--- src/verilog/fwd_pkg.sv ---
// Shared constants and types of the stream forwarding engine.
// Assumes a 10 MHz core clock and a local register strobe port.
`default_nettype none

package fwd_pkg;
  localparam int NPORT = 4;
  localparam int NTX   = 2;
  // Register offsets and reset values
  localparam logic [7:0] ADDR_ROUTE = 8'h20;
  localparam logic [7:0] ADDR_MODE  = 8'h21;
  localparam logic [7:0] ADDR_STAT  = 8'h22;
  localparam logic [7:0] ROUTE_RST  = 8'h00;
  localparam logic [7:0] MODE_RST   = 8'hC0;
  // Field positions
  localparam int DIS_LSB  = 0; // route: per-port disable
  localparam int MAP_LSB  = 4; // route: buffer to transmitter map
  localparam int SYNC_LSB = 2; // mode: 2 bits per transmitter
  localparam int RR_LSB   = 6; // mode: 1 bit per transmitter
  localparam int SYNCD_LSB = 0; // status: synchronized
  localparam int LOST_LSB  = 2; // status: lost sync, read clears
  // Timing
  localparam int CLK_NS       = 100;
  localparam int SYNC_WAIT_NS = 100000;
  localparam int SYNC_WAIT_CYC = SYNC_WAIT_NS / CLK_NS;
  localparam int TMR_W = $clog2(SYNC_WAIT_CYC + 1);

  typedef enum logic [1:0] {
    PK_FS    = 2'h0,
    PK_FE    = 2'h1,
    PK_LINE  = 2'h2,
    PK_OTHER = 2'h3
  } pkt_kind_t;

  typedef enum logic [1:0] {
    SY_OFF    = 2'h0,
    SY_BASIC  = 2'h1,
    SY_ILEAVE = 2'h2,
    SY_CONCAT = 2'h3
  } sync_var_t;

  typedef enum logic [1:0] {
    ST_IDLE = 2'h0,
    ST_SEND = 2'h1,
    ST_HUNT = 2'h3,
    ST_DROP = 2'h2
  } eng_st_t;

  typedef struct packed {
    pkt_kind_t  kind;
    logic [1:0] vc;
    logic [7:0] data;
    logic       last;
  } vword_t;
endpackage : fwd_pkg

`default_nettype wire

--- src/verilog/csi2_stream_forwarding_engine.sv ---
// Forwarding engine: four video buffers to two CSI-2 transmitters.
// Buffers and register strobes share clk; link clocks come from outside.
`timescale 1ns/1ps
`default_nettype none

////////////////////////////////////////////////////////////////////////
// Top: registers, buffer routing, two engines, link side per transmitter

module csi2_stream_forwarding_engine #(
  parameter int FIFO_DEPTH = 16
) (
  // Clock and reset
  input  wire logic                  clk,
  input  wire logic                  arst_n,
  // Register strobes
  input  wire logic                  reg_wr,
  input  wire logic                  reg_rd,
  input  wire logic [7:0]            reg_addr,
  input  wire logic [7:0]            reg_wdata,
  output logic [7:0]                 reg_rdata,
  // Video buffers
  input  wire logic [3:0]            buf_pkt_avail,
  input  wire logic [3:0]            buf_data_avail,
  input  wire fwd_pkg::vword_t [3:0] buf_word,
  output logic [3:0]                 buf_pop,
  // CSI-2 transmit side
  input  wire logic [1:0]            lnk_clk,
  output logic [1:0]                 tx_valid,
  output fwd_pkg::vword_t [1:0]      tx_word,
  output logic [1:0]                 tx_hs
);
  typedef struct packed {
    logic [7:0]                 route;
    logic [7:0]                 mode;
    logic [7:0]                 rdata;
    logic [1:0]                 lost;
    logic [1:0]                 lk1;
    logic [1:0]                 lk2;
    logic [1:0]                 lk3;
    logic [1:0]                 val;
    logic [1:0]                 hs;
    fwd_pkg::vword_t [1:0]      word;
  } top_t;
  top_t s_ff, nxt_s;

  logic [1:0][3:0]        eng_pop;
  logic [1:0]             eng_push, eng_ready, f_valid, edge_r, syncd, lost_evt;
  fwd_pkg::vword_t [1:0]  eng_word, f_word;
  logic [1:0][3:0]        elig;

  // Link clock edges seen after two synchroniser stages
  assign edge_r = s_ff.lk2 & ~s_ff.lk3;

  for (genvar t = 0; t < 2; t++) begin : g_tx
    // Buffer belongs here when its map bit names this transmitter and its disable bit is clear
    for (genvar i = 0; i < 4; i++) begin : g_map
      assign elig[t][i] = (s_ff.route[fwd_pkg::MAP_LSB+i] == 1'(t)) &
                          ~s_ff.route[fwd_pkg::DIS_LSB+i];
    end
    fwd_engine i_fwd_engine (
      .clk       (clk),
      .arst_n    (arst_n),
      .elig      (elig[t]),
      .rr_en     (s_ff.mode[fwd_pkg::RR_LSB+t]),
      .sync_var  (fwd_pkg::sync_var_t'(s_ff.mode[fwd_pkg::SYNC_LSB+2*t +: 2])),
      .pkt_avail (buf_pkt_avail),
      .data_avail(buf_data_avail),
      .bword     (buf_word),
      .pop       (eng_pop[t]),
      .push      (eng_push[t]),
      .push_ready(eng_ready[t]),
      .push_word (eng_word[t]),
      .synced    (syncd[t]),
      .lost_evt  (lost_evt[t])
    );
    fwd_fifo #(.W($bits(fwd_pkg::vword_t)), .DEPTH(FIFO_DEPTH)) i_fwd_fifo (
      .clk      (clk),
      .arst_n   (arst_n),
      .in_valid (eng_push[t]),
      .in_ready (eng_ready[t]),
      .in_data  (eng_word[t]),
      .out_valid(f_valid[t]),
      .out_ready(edge_r[t]),
      .out_data (f_word[t])
    );
  end

  // Each buffer is mapped to one engine, so pops never collide
  assign buf_pop   = eng_pop[0] | eng_pop[1];
  assign reg_rdata = s_ff.rdata;
  assign tx_valid  = s_ff.val;
  assign tx_word   = s_ff.word;
  assign tx_hs     = s_ff.hs;

  // Registers, sticky loss flags, link side
  always_comb begin
    nxt_s     = s_ff;
    nxt_s.lk1 = lnk_clk;
    nxt_s.lk2 = s_ff.lk1;
    nxt_s.lk3 = s_ff.lk2;
    if (reg_wr) begin
      if (reg_addr == fwd_pkg::ADDR_ROUTE) nxt_s.route = reg_wdata;
      else if (reg_addr == fwd_pkg::ADDR_MODE) nxt_s.mode = reg_wdata;
    end
    if (reg_rd) begin
      if (reg_addr == fwd_pkg::ADDR_ROUTE) nxt_s.rdata = s_ff.route;
      else if (reg_addr == fwd_pkg::ADDR_MODE) nxt_s.rdata = s_ff.mode;
      else if (reg_addr == fwd_pkg::ADDR_STAT) begin
        nxt_s.rdata = '0;
        nxt_s.rdata[fwd_pkg::SYNCD_LSB +: 2] = syncd;
        nxt_s.rdata[fwd_pkg::LOST_LSB +: 2]  = s_ff.lost;
        nxt_s.lost  = '0;
      end else nxt_s.rdata = '0;
    end
    nxt_s.lost = nxt_s.lost | lost_evt;
    // One word per link clock rising edge; HS while data waits
    for (int t = 0; t < 2; t++) begin
      if (edge_r[t]) begin
        nxt_s.val[t]  = f_valid[t];
        nxt_s.word[t] = f_word[t];
      end
      nxt_s.hs[t] = f_valid[t] | eng_push[t] | nxt_s.val[t];
    end
  end

  always_ff @(posedge clk or negedge arst_n) begin
    if (!arst_n) begin
      s_ff       <= '0;
      s_ff.route <= fwd_pkg::ROUTE_RST;
      s_ff.mode  <= fwd_pkg::MODE_RST;
    end else begin
      s_ff <= nxt_s;
    end
  end
endmodule : csi2_stream_forwarding_engine

////////////////////////////////////////////////////////////////////////
// Word FIFO between an engine and its link side
module fwd_fifo #(
  parameter int W     = 13,
  parameter int DEPTH = 16
) (
  // Clock and reset
  input  wire logic         clk,
  input  wire logic         arst_n,
  // Fill side
  input  wire logic         in_valid,
  output logic              in_ready,
  input  wire logic [W-1:0] in_data,
  // Drain side
  output logic              out_valid,
  input  wire logic         out_ready,
  output logic [W-1:0]      out_data
);
  localparam int AW = $clog2(DEPTH);
  typedef struct packed {
    logic [DEPTH-1:0][W-1:0] mem;
    logic [AW-1:0]           wp;
    logic [AW-1:0]           rp;
    logic [AW:0]             cnt;
  } fifo_st_t;
  fifo_st_t s_ff, nxt_s;
  logic     wr, rd;

  // Full and empty straight from the count
  assign in_ready  = (s_ff.cnt != (AW+1)'(DEPTH));
  assign out_valid = (s_ff.cnt != '0);
  assign out_data  = s_ff.mem[s_ff.rp];
  assign wr        = in_valid & in_ready;
  assign rd        = out_valid & out_ready;

  // Pointer and count update
  always_comb begin
    nxt_s = s_ff;
    if (wr) begin
      nxt_s.mem[s_ff.wp] = in_data;
      nxt_s.wp = AW'((s_ff.wp + 1'b1) % DEPTH);
    end
    if (rd) begin
      nxt_s.rp = AW'((s_ff.rp + 1'b1) % DEPTH);
    end
    nxt_s.cnt = s_ff.cnt + (AW+1)'(wr) - (AW+1)'(rd);
  end

  always_ff @(posedge clk or negedge arst_n) begin
    if (!arst_n) s_ff <= '0;
    else         s_ff <= nxt_s;
  end
endmodule : fwd_fifo

////////////////////////////////////////////////////////////////////////
// One engine per transmitter, fully independent of the other
module fwd_engine (
  // Clock and reset
  input  wire logic                        clk,
  input  wire logic                        arst_n,
  // Configuration
  input  wire logic [3:0]                  elig,
  input  wire logic                        rr_en,
  input  wire fwd_pkg::sync_var_t          sync_var,
  // Video buffers
  input  wire logic [3:0]                  pkt_avail,
  input  wire logic [3:0]                  data_avail,
  input  wire fwd_pkg::vword_t [3:0]       bword,
  output logic [3:0]                       pop,
  // FIFO fill side
  output logic                             push,
  input  wire logic                        push_ready,
  output fwd_pkg::vword_t                  push_word,
  // Status
  output logic                             synced,
  output logic                             lost_evt
);
  typedef struct packed {
    fwd_pkg::eng_st_t          st;
    logic [1:0]                cur;
    logic                      busy;
    logic                      drop;
    fwd_pkg::pkt_kind_t        kind_exp;
    logic                      synced;
    logic                      lost;
    logic [fwd_pkg::TMR_W-1:0] tmr;
  } eng_t;
  eng_t s_ff, nxt_s;

  logic [3:0] fs_head;
  logic [3:0] ready;
  logic [3:0] bad;
  logic [1:0] low, rr_pick, nxt_cam, bad_idx;
  logic       mode_sync, leader, all_fs;
  fwd_pkg::vword_t head;

  // Per-buffer packet and data readiness
  for (genvar i = 0; i < 4; i++) begin : g_port
    assign ready[i]   = pkt_avail[i] & data_avail[i] & elig[i];
    assign fs_head[i] = (bword[i].kind == fwd_pkg::PK_FS);
    assign bad[i]     = ready[i] & ~fs_head[i];
  end

  // Cyclic search for the next set bit after a start index
  function automatic logic [1:0] next_set(input logic [1:0] start, input logic [3:0] m);
    logic [1:0] idx;
    next_set = start;
    for (int k = 4; k >= 1; k--) begin
      idx = 2'(start + 2'(k));
      if (m[idx]) next_set = idx;
    end
  endfunction : next_set

  assign mode_sync = (sync_var != fwd_pkg::SY_OFF);
  assign low       = next_set(2'h3, elig);
  assign rr_pick   = next_set(s_ff.cur, ready);
  assign nxt_cam   = next_set(s_ff.cur, elig);
  assign bad_idx   = next_set(2'h3, bad);
  assign all_fs    = (elig != '0) && ((~elig | (ready & fs_head)) == 4'hF);
  assign head      = bword[s_ff.cur];
  assign leader    = (s_ff.cur == low);
  assign synced    = s_ff.synced;
  assign lost_evt  = s_ff.lost;

  // Sequencing: selection, packet move, sync hunt and loss
  always_comb begin
    nxt_s      = s_ff;
    nxt_s.lost = 1'b0;
    pop        = '0;
    push       = 1'b0;
    push_word  = head;
    case (s_ff.st)
      fwd_pkg::ST_IDLE: begin
        nxt_s.synced = 1'b0;
        if (mode_sync) begin
          nxt_s.st = fwd_pkg::ST_HUNT;
        end else if (rr_en && ready != '0) begin
          nxt_s.cur = rr_pick;
          nxt_s.st  = fwd_pkg::ST_SEND;
        end
      end
      fwd_pkg::ST_HUNT: begin
        // Discard until every source shows a frame start
        if (!mode_sync) begin
          nxt_s.st = fwd_pkg::ST_IDLE;
        end else if (all_fs) begin
          nxt_s.synced = 1'b1;
          nxt_s.cur    = low;
          nxt_s.tmr    = '0;
          nxt_s.st     = fwd_pkg::ST_SEND;
        end else if (bad != '0) begin
          nxt_s.cur = bad_idx;
          nxt_s.st  = fwd_pkg::ST_DROP;
        end
      end
      fwd_pkg::ST_DROP: begin
        if (data_avail[s_ff.cur]) begin
          pop[s_ff.cur] = 1'b1;
          if (head.last) nxt_s.st = fwd_pkg::ST_HUNT;
        end
      end
      default: begin // ST_SEND
        if (!s_ff.busy) begin
          nxt_s.tmr = s_ff.tmr + 1'b1;
          if (!mode_sync && !rr_en) begin
            nxt_s.st = fwd_pkg::ST_IDLE;
          end else if (mode_sync && ready[s_ff.cur]) begin
            // Later cameras must match the leader's packet kind
            if (!leader && head.kind != s_ff.kind_exp) begin
              nxt_s.lost = 1'b1;
            end else begin
              nxt_s.busy = 1'b1;
              nxt_s.tmr  = '0;
              if (leader) nxt_s.kind_exp = head.kind;
              // Interleave and concatenation keep only the first camera's FS and FE
              nxt_s.drop = (sync_var != fwd_pkg::SY_BASIC) && !leader &&
                           (head.kind == fwd_pkg::PK_FS || head.kind == fwd_pkg::PK_FE);
            end
          end else if (mode_sync && s_ff.tmr == fwd_pkg::TMR_W'(fwd_pkg::SYNC_WAIT_CYC - 1)) begin
            nxt_s.lost = 1'b1;
          end else if (!mode_sync && ready[s_ff.cur]) begin
            nxt_s.busy = 1'b1;
            nxt_s.drop = 1'b0;
          end
        end else if (data_avail[s_ff.cur] && (s_ff.drop || push_ready)) begin
          pop[s_ff.cur] = 1'b1;
          push          = !s_ff.drop;
          if (head.last) begin
            nxt_s.busy = 1'b0;
            nxt_s.cur  = mode_sync ? nxt_cam : s_ff.cur;
            if (!mode_sync) nxt_s.st = fwd_pkg::ST_IDLE;
          end
        end
        if (nxt_s.lost) begin
          nxt_s.synced = 1'b0;
          nxt_s.busy   = 1'b0;
          nxt_s.st     = fwd_pkg::ST_HUNT;
        end
      end
    endcase
  end

  always_ff @(posedge clk or negedge arst_n) begin
    if (!arst_n) s_ff <= '0;
    else         s_ff <= nxt_s;
  end
endmodule : fwd_engine

`default_nettype wire

--- config.mk ---
export PLATFORM = sky130hd
export DESIGN_NAME = csi2_stream_forwarding_engine
export DESIGN_NICKNAME = d
export VERILOG_FILES = /design/src/verilog/fwd_pkg.sv /design/src/verilog/csi2_stream_forwarding_engine.sv
export SDC_FILE = /design/constraint.sdc
export NUM_CORES = 1
export LEC_CHECK = 0
export BUFFER_PORTS_ARGS = -buffer_cell sky130_fd_sc_hd__buf_2
export CORE_MARGIN = 5
export CORE_UTILIZATION = 25
export CTS_CLUSTER_DIAMETER = 200
export CTS_CLUSTER_SIZE = 20
export DETAILED_ROUTE_END_ITERATION = 8
export PLACE_DENSITY = 0.5
export SKIP_LAST_GASP = 1
export SLEW_MARGIN = 0
export SYNTH_ARGS = -nofsm -noshare
export SYNTH_HDL_FRONTEND = slang
export SYNTH_SLANG_ARGS = --single-unit
--- constraint.sdc ---
create_clock -name clk -period 3.8 [get_ports clk]
set_input_delay 0.95 -clock clk [delete_from_list [all_inputs] [get_ports clk]]
set_output_delay 0.95 -clock clk [all_outputs]
set_load 0.05 [all_outputs]
* Yosys cells after proc, flatten, opt, wreduce, memory -nomap -nowiden
Cells that the tools add are included.
** Storage, ports and cells
- Register bits :: 544
- Input port bits :: 82
- Word-level logic and storage cells :: 502
- Output and inout bits :: 42
** Operators by class
- Reductions and logical operators :: 90
- Eq/ne operators :: 53
- Muxes and demuxes :: 185
- Add/subtract/negate cells :: 16
- Order comparisons :: 16
- Bitwise logic cells :: 71
** Operators by type and width (count)
- bitwise mux 208 bit :: 2
- 2-to-1 mux 2 bit :: 58
- binary-select mux 13 bit (select 4 bit) :: 2
- demux 13 bit (select 4 bit) :: 2
- 2-to-1 mux 10 bit :: 8
- 2-to-1 mux 13 bit :: 6
- 2-to-1 mux 4 bit :: 17
- 2-to-1 mux 11 bit :: 6
- binary-select mux 13 bit (select 2 bit) :: 2
- 2-to-1 mux 1 bit :: 48
- one-hot mux 10 bit (2 select lines) :: 2
- AND 1 bit :: 32
- binary-select mux 1 bit (select 2 bit) :: 16
- inequality test 2 x 1 -> 1 bit (second input constant) :: 14
- NOT 1 bit :: 25
- == test 8 x 6 -> 1 bit (second input constant) :: 3
- logical AND 1 bit :: 24
- less-than comparator 2 x 3 -> 1 bit (second input constant) :: 8
- inequality test 6 bit (second input constant) :: 4
- one-hot mux 2 bit (3 select lines) :: 4
- AND reduction 6 bit :: 4
- nonzero test 3 bit :: 8
- nonzero test 4 bit :: 6
- AND reduction 11 bit :: 2
- 46 further kinds :: 128

* Logic depth before layout (Yosys ltp)
Gate-level depths: netlist of run 1.
- Depth after elaboration :: 15
- Mapped depth :: 13
- Depth with buffers taken out :: 13

* Cells and area by module
A second synthesis of run 1 with hierarchy kept.
** Unflattened totals
- Cell total of the unflattened synthesis :: 2120
- Area, all modules :: 28708.8 µm²
** Modules (own cells, without submodules)
- fwd_fifo at g_tx[0].i_fwd_fifo :: instances 1, seq. area each 5530.3 µm², cells an instance 697, area an instance 10618.9 µm²
- fwd_fifo at g_tx[1].i_fwd_fifo :: instances 1, seq. area each 5530.3 µm², cells an instance 697, area an instance 10517.6 µm²
- csi2_stream_forwarding_engine :: instances 1, seq. area each 1554.0 µm², cells an instance 217, area an instance 2791.4 µm²
- fwd_engine at g_tx[0].i_fwd_engine :: instances 1, seq. area each 500.5 µm², cells an instance 252, area an instance 2393.5 µm²
- fwd_engine at g_tx[1].i_fwd_engine :: instances 1, seq. area each 500.5 µm², cells an instance 257, area an instance 2387.3 µm²

* Least setup slack after synthesis of run 1
No wires, ideal clock.
- Path type :: input -> output
- Start point :: input port buf_data_avail[3]
- End point :: output port buf_pop[0]
- Data required time :: 2.850 ns
- Stages on the path :: 5
- Setup slack :: 0.643 ns
- Arrival :: 2.207 ns
- Buffers on the path :: 0
- Cell sequence :: mux4_2 o211a_1 nand2_1 o21ai_0 a22o_1
** Between the ends
- Word-level cells in the longest chain between the ends :: 7
- Elaborated cells on any way between the ends :: 15
** RTL lines
- start: declaration :: RTL line csi2_stream_forwarding_engine.sv:23 : input wire logic [3:0] buf_data_avail,
- binary-select mux 1 bit (select 2 bit) :: RTL line csi2_stream_forwarding_engine.sv:293, csi2_stream_forwarding_engine.sv:321
- 2-to-1 mux 1 bit (not written as such) :: RTL line csi2_stream_forwarding_engine.sv:293, csi2_stream_forwarding_engine.sv:321
- logical AND 1 bit :: RTL line csi2_stream_forwarding_engine.sv:321 : end else if (data_avail[s_ff.cur] && (s_ff.drop || push_ready)) begin
- 2-to-1 mux 4 bit :: RTL line csi2_stream_forwarding_engine.sv:321
- 2-to-1 mux 4 bit :: RTL line csi2_stream_forwarding_engine.sv:299 : if (!s_ff.busy) begin
- one-hot mux 4 bit (2 select lines) :: RTL line csi2_stream_forwarding_engine.sv:268 : case (s_ff.st)
- OR 4 bit (*) :: RTL line csi2_stream_forwarding_engine.sv:89 : assign buf_pop = eng_pop[0] | eng_pop[1];
- end: declaration :: RTL line csi2_stream_forwarding_engine.sv:25 : output logic [3:0] buf_pop,
Every way passes the cells marked *; elsewhere a longest branch is shown, timed or not. The select of a mux whose other input is x is not followed.

* Worst setup path in the final report of run 1
- Start point :: register g_tx[0].i_fwd_fifo.s_ff[3] in the netlist's numbering
- End point :: output port buf_pop[1]
** Between the ends
- Word-level cells in the longest chain between the ends :: 7
** RTL lines
- start: declaration :: RTL line csi2_stream_forwarding_engine.sv:162 : fifo_st_t s_ff, nxt_s;
- start signal: assignment :: RTL line csi2_stream_forwarding_engine.sv:187 : else s_ff <= nxt_s;
- inequality test 5 bit :: RTL line csi2_stream_forwarding_engine.sv:166 : assign in_ready = (s_ff.cnt != (AW+1)'(DEPTH));
- logical OR 1 bit :: RTL line csi2_stream_forwarding_engine.sv:321
- logical AND 1 bit :: RTL line csi2_stream_forwarding_engine.sv:321
- 2-to-1 mux 4 bit :: RTL line csi2_stream_forwarding_engine.sv:321
- 2-to-1 mux 4 bit :: RTL line csi2_stream_forwarding_engine.sv:299
- one-hot mux 4 bit (2 select lines) :: RTL line csi2_stream_forwarding_engine.sv:268
- OR 4 bit :: RTL line csi2_stream_forwarding_engine.sv:89
Every way passes these cells.

==> results of run 1 <==
-- stage by stage --
step	power, mW	util (%)	std cells	setup WS, ps
after floorplan	11.4	-	2145	643
after global placement	13.5	26.9	3640	129
after detailed placement	13.6	26.9	3640	120
after CTS	17.2	27.7	3689	2.33
after global routing	18.0	27.7	3689	0.953
final	17.0	27.8	3696	124
-- report_power, final --
group	leakage, nW	internal, mW	switching (mW)
logic	6.79	2.32	4.28
registers	7.45	6.19	0.651
clock network	0.423	1.54	1.99
-- cell families after synthesis --
| family | after synthesis |
|---|---|
| flip-flops | 544 |
| AO/OA/AOI/OAI | 288 |
| XOR/XNOR | 25 |
| adder cells (fa/ha/maj) | 44 |
| multiplexers | 643 |
| AND/OR/NAND/NOR | 357 |
| buffers and inverters | 244 |
-- cells in the mapped netlist (all sizes together) (8+ instances only) --
master | count | share of area, %
buf | 120 | 3.0
and3 | 14 | 0.33
a22o | 13 | 0.40
mux2i | 110 | 3.9
o31ai | 8 | 0.21
clkbuf | 69 | 0.92
o221ai | 75 | 2.3
ha | 42 | 1.9
o21ai | 72 | 1.3
xnor2 | 17 | 0.53
nor2b | 16 | 0.35
mux4 | 95 | 7.6
a211oi | 9 | 0.26
a21oi | 22 | 0.40
nand2 | 143 | 2.1
nor2 | 52 | 0.69
nand3 | 33 | 0.90
xor2 | 8 | 0.25
dfrtp | 542 | 48
nand4 | 12 | 0.27
inv | 53 | 0.71
mux2 | 438 | 18
and2 | 8 | 0.22
o22ai | 22 | 0.49
a31oi | 18 | 0.42
nand2b | 14 | 0.31
-- final timing paths --
check                           cells after the start                        from                           to  slack (ps)
worst max-delay path                                8  g_tx[0].i_fwd_fifo.s_ff[3]                   buf_pop[1]         120
worst min-delay path                                1                      arst_n   g_tx[1].i_fwd_fifo.s_ff[2]         310
worst max register to register                     14  g_tx[0].i_fwd_fifo.s_ff[3]   g_tx[0].i_fwd_fifo.s_ff[4]         690
worst min register to register                      0                   nxt_s[33]                    nxt_s[31]         360
max in group asynchronous                           2                      arst_n  g_tx[0].i_fwd_fifo.s_ff[38]        2540
min in group clk                                    0                   nxt_s[33]                    nxt_s[31]         360
-- metal layers --
metal	routed length [um]	up-vias	GRT usage (%)	share of wire [%]
met5	18	-	0	0.023
met4	1600	2	2.46	2.0
met3	3490	97	1.52	4.5
met2	37100	399	21.2	47
met1	36100	9545	18.0	46
li1	-	7989	-	-
-- what timing repair did --
action,in CTS,in global routing
setup buffers,1,0
setup endpoints to repair,4,4
pin swaps,3,0
resized for setup,2,4
-- layout by cell type (no fill, tap or decap), drive strengths merged, types with 8 or more instances in the layout --
| cell type | count |
|---|---|
| dfrtp | 542 |
| mux2 | 438 |
| buf | 185 |
| nand2 | 143 |
| mux2i | 110 |
| mux4 | 95 |
| o221ai | 75 |
| o21ai | 72 |
| inv | 55 |
| nor2 | 52 |
| clkbuf | 46 |
| ha | 42 |
| nand3 | 33 |
| o22ai | 22 |
| a21oi | 22 |
| a31oi | 18 |
| xnor2 | 17 |
| nor2b | 16 |
| nand2b | 14 |
| and3 | 14 |
| a22o | 13 |
| nand4 | 12 |
| a211oi | 9 |
| xor2 | 8 |
| o31ai | 8 |
| and2 | 8 |
-- registers in the layout, indices dropped and copies added (netlist names) --
name and count:
tx_valid 2, tx_hs 2, reg_rdata 8, g_tx.i_fwd_fifo.s_ff 442, g_tx.i_fwd_engine.synced 2, s_ff 20
g_tx.i_fwd_engine.lost_evt 2, g_tx.i_fwd_engine.s_ff 36, tx_word 26, nxt_s 4
-- layout make-up --
| type | instances | area [um^2] |
|---|---|---|
| Antenna cell | 7 | 17.5 |
| Clock buffer | 46 | 842 |
| Clock inverter | 2 | 36.3 |
| Fill cell | 11490 | 81200 |
| Inverter | 55 | 206 |
| Multi-Input combinational cell | 1357 | 13300 |
| Sequential cell | 544 | 13600 |
| Tap cell | 1500 | 1880 |
| Timing Repair Buffer | 185 | 1280 |
==> impl_summary.log, run 1 <==
INFO  metric outcome = complete, no violations
INFO  metric placement.io_buffers = 123
INFO  metric synthSimpleGateAreaFrac = 7.22%
INFO  metric insertion_delay = 660 ps
INFO  metric detailedRoute.firstIterationViolations = 1130
INFO  metric async_flop_share = 100%
INFO  metric fin_skew = 55.0 ps
INFO  metric cap_violations = 0
INFO  metric synth-edff-count = 0
INFO  metric design.die.area = 120000 um^2
INFO  metric design_area = 31200 um^2
INFO  metric final_min_period_over_clock_period = 96.7%
INFO  metric achievable-frequency = 0.272 GHz
INFO  metric drt_first_pass_iters = 6
INFO  metric placement.cell_area = 30300 um^2
INFO  metric critical_path.cell_chain = inv_1 > ha_1 > or3b_2 > o211a_1 > nand2_1 > o21ai_2 > a22o_1 > buf_12
INFO  metric cts_made_buffers = 31
INFO  metric cts_hold_buffers = 0
INFO  metric finalMaxSlewViolations = 0
INFO  metric setup.worst_path.class = reg -> out
INFO  metric fin_crit = 3680 ps
INFO  metric main_combinational_cell_family_by_area_after_synthesis = multiplexers
INFO  metric antenna_violations_before_repair = 5
INFO  metric critical_path.startpoint_type = flip-flop
INFO  metric placementRows = 123
INFO  metric routedWlPerCell = 21.2 um
INFO  metric synth-xor-area-share = 0.776%
INFO  metric grt_overflow_total = 0
INFO  metric critical-path-top-delay-family = compound AO/OA/AOI/OAI gates
INFO  metric critical_path_buf_inv_count = 2
INFO  metric cp_data_arrival_time = 2730 ps
INFO  metric grt.total_usage = 12.7%
INFO  metric p_per_area = 544 nW/um^2
INFO  metric place.detailed.hpwl = 54300 um
INFO  metric tns = 0 ps
INFO  metric slowest_delay = 480 ps
INFO  metric gp_routability_congestion = 0.853
INFO  metric grt_first_pass_wirelength = 121000 um
INFO  metric fraction_of_the_mapped_netlist_area_in_compound_gates = 7.44%
INFO  metric cts_buffer_depth = 3
INFO  metric die_height = 346 um
INFO  metric ir_drop = 0.430 mV
INFO  metric final_hold_violations = 0
INFO  metric drc = 0
INFO  metric max-slew-margin-rel = 44.7%
INFO  metric grt_start_max_net_pins = 85
INFO  metric synth_fa_ha_area_share = 2.00%
INFO  metric tritoncts_num_sinks = 544
INFO  metric cts.root.buffer_cell = sky130_fd_sc_hd__clkbuf_16
INFO  metric die_width = 346 um
INFO  metric synthToLayoutAreaGrowth = 10.5%
INFO  metric clkTransAtPathRegs = 90 ps
INFO  metric report.final.setup_viol = 0
INFO  metric synth_area = 28200 um^2
INFO  metric io_pins = 124
INFO  metric number_of_vias_per_cell_after_detailed_routing = 4.88
INFO  metric rsz0062_at_grt = false
INFO  metric end_kind = output port
INFO  metric yosys_register_bits = 544
INFO  metric core = 112000 um^2
INFO  metric drt-total-wl = 78300 um
INFO  metric ys_seq_area_share = 48.3%
INFO  metric ctsHtreeMaxLevel = 1
INFO  metric first_global_vias = 19.2k
INFO  metric hp-class = in -> async
INFO  metric worst_ep_required_time = 2850 ps
INFO  metric final_layout_size_suffix_gt1_share = 36.5%
INFO  metric cp_max_fo = 4
INFO  metric syn_nets = 2271
INFO  metric worst_slew_pin_slew = 829 ps
INFO  metric clock_tree_from_tritoncts = done
INFO  metric post_synth_inst_count = 2145
INFO  metric syn_avg_cell_area = 13.2 um^2
INFO  metric antenna_violating_nets_post_route = 0
INFO  metric vias = 18.0k
INFO  metric critical-path-slowest-cell = sky130_fd_sc_hd__or3b_2
INFO  metric synth.area.mux_share = 29.6%
INFO  metric synthDistinctLibCells = 95
INFO  metric whs = 313 ps
INFO  metric synth_warnings = 0
INFO  metric floorplan.initialDensity = 25.1%
INFO  metric synth_flop_cell = sky130_fd_sc_hd__dfrtp_1
INFO  metric leakage = 14.7 nW
INFO  metric finish.net_count = 2300
Power figures use the tool's default switching activity.
==> run 2: changes to the inputs <==
- PLACE_DENSITY: 0.5 -> 0.42
==> impl_summary.log, run 2 (same netlist as run 1, synthesis figures left out) <==
INFO  metric number_of_vias_per_cell_after_detailed_routing = 4.84
INFO  metric core = 112000 um^2
INFO  metric place.detailed.hpwl = 56200 um
INFO  metric io_pins = 124
INFO  metric die_height = 346 um
INFO  metric insertion_delay = 660 ps
INFO  metric cts_made_buffers = 31
INFO  metric finalMaxSlewViolations = 0
INFO  metric fin_crit = 3630 ps
INFO  metric placedCellCount = 3640
INFO  metric grt_first_pass_wirelength = 125000 um
INFO  metric cts.root.buffer_cell = sky130_fd_sc_hd__clkbuf_16
INFO  metric report.final.setup_viol = 0
INFO  metric critical_path.startpoint_type = flip-flop
INFO  metric drc = 0
INFO  metric first_global_vias = 19.0k
INFO  metric floorplan.initialDensity = 25.1%
INFO  metric achievable-frequency = 0.275 GHz
INFO  metric final.fill_count = 11.4k
INFO  metric post-route-worst-setup-slack = 169 ps
INFO  metric gp_routability_congestion = 0.825
INFO  metric ctsHtreeMaxLevel = 1
INFO  metric most_frequent_standard_cell_in_the_layout_excluding_fill_and_tap_cells = sky130_fd_sc_hd__dfrtp_1
INFO  metric final_min_period_over_clock_period = 95.6%
INFO  metric cts_buffer_depth = 3
INFO  metric ir_drop = 0.355 mV
INFO  metric antenna_violations_before_repair = 4
INFO  metric placement.io_buffers = 123
INFO  metric cts_hold_buffers = 0
INFO  metric drt-total-wl = 82400 um
INFO  metric drt_first_pass_iters = 5
INFO  metric final_hold_violations = 0
INFO  metric largest_reg_flops = 442
INFO  metric antenna_violating_nets_post_route = 0
INFO  metric cap_violations = 0
INFO  metric cp_max_fo = 4
INFO  metric max-slew-margin-rel = 25.2%
INFO  metric ff_latch_area = 13600 um^2
INFO  metric outcome = complete, no violations
INFO  metric cp_data_arrival_time = 2680 ps
INFO  metric layoutNonFillerInstCount = 3701
INFO  metric design.die.area = 120000 um^2
INFO  metric largest-register = g_tx.i_fwd_fifo.s_ff
INFO  metric final_layout_size_suffix_gt1_share = 36.6%
INFO  metric finish.net_count = 2304
INFO  metric clkTransAtPathRegs = 90 ps
INFO  metric tritoncts_num_sinks = 544
INFO  metric area_of_the_multi_input_gates = 13300 um^2
INFO  metric worst_slew_pin_slew = 1120 ps
INFO  metric tns = 0 ps
INFO  metric placementRows = 123
INFO  metric p_per_area = 549 nW/um^2
INFO  metric rsz0062_at_grt = false
INFO  metric end_kind = output port
INFO  metric setup.worst_path.class = reg -> out
INFO  metric place_worst_setup_slack = 117 ps
INFO  metric synthToLayoutAreaGrowth = 10.7%
INFO  metric grt.total_usage = 13.4%
INFO  metric vias = 17.9k
INFO  metric leakage = 14.7 nW
INFO  metric clock_tree_from_tritoncts = done
INFO  metric detailedRoute.firstIterationViolations = 1052
INFO  metric grt_start_max_net_pins = 88
INFO  metric fin_skew = 42.6 ps
INFO  metric hp-class = in -> async
INFO  metric layout_common_cells = sky130_fd_sc_hd__dfrtp_1, sky130_fd_sc_hd__mux2_2, sky130_fd_sc_hd__nand2_1
INFO  metric grt_overflow_total = 0
INFO  metric die_width = 346 um
INFO  metric routedWlPerCell = 22.3 um
INFO  metric worst_ep_required_time = 2850 ps
-- run 2: cell types whose count changed in the layout (fill, tap and decap cells not counted), sizes merged --
cell and change:
buf +4, diode +1
-- run 2: final timing paths --
check / startpoint / endpoint / slack, ps / depth (start not counted)
worst min-delay path: arst_n / g_tx[1].i_fwd_fifo.s_ff[55] / 280 / 1
worst min register to register: nxt_s[32] / nxt_s[30] / 360 / 0
min in group clk: nxt_s[32] / nxt_s[30] / 360 / 0
worst max register to register: g_tx[0].i_fwd_fifo.s_ff[2] / g_tx[0].i_fwd_fifo.s_ff[4] / 550 / 13
worst max-delay path: g_tx[0].i_fwd_fifo.s_ff[2] / buf_pop[2] / 170 / 8
max in group asynchronous: arst_n / g_tx[0].i_fwd_fifo.s_ff[119] / 2520 / 2
-- run 2: layout make-up --
cell class                 count  area share (%)
sequential                   544            43.7
multi-input combinational   1357            42.6
tap                         1500            6.01
timing repair buffer         189            4.26
clock buffer                  46            2.66
inverter                      55           0.661
clock inverter                 2           0.116
antenna                        8          0.0641
-- run 2: per-stage QoR --
stage	cell area, um^2	power [mW]	hold WS, ps	util, %
after global routing	31200	18.1	303	27.8
after detailed placement	30300	13.7	336	27.0
after floorplan	28200	11.4	331	-
after global placement	30300	13.6	338	27.0
final	31200	17.1	285	27.8
after CTS	31200	17.4	284	27.8
-- run 2: worst max-delay path, cell delays in order (launching register included) --
cell,delay (ps)
sky130_fd_sc_hd__dfrtp_1,400
sky130_fd_sc_hd__inv_1,80
sky130_fd_sc_hd__ha_1,160
sky130_fd_sc_hd__or3b_2,490
sky130_fd_sc_hd__o211a_1,260
sky130_fd_sc_hd__nand2_1,90
sky130_fd_sc_hd__o21ai_2,100
sky130_fd_sc_hd__a22o_1,280
sky130_fd_sc_hd__buf_12,160
-- run 2: what timing repair did --
item	CTS	global route
endpoints found under the setup margin	4	4
resized for setup	4	1
pin swaps	2	2
setup buffers	3	2
gates cloned	0	0
-- run 2: metal layers --
layer,vias to the layer above,wire (um),track usage (%)
met5,-,0,0
met2,380,39400,22.5
met3,79,4160,1.88
met4,0,1560,2.46
li1,7997,-,-
met1,9467,37300,18.7
-- run 2: report_power, final --
group | internal (mW) | switching (mW)
Combinational | 2.34 | 4.46
Sequential | 6.20 | 0.556
Clock | 1.53 | 2.05
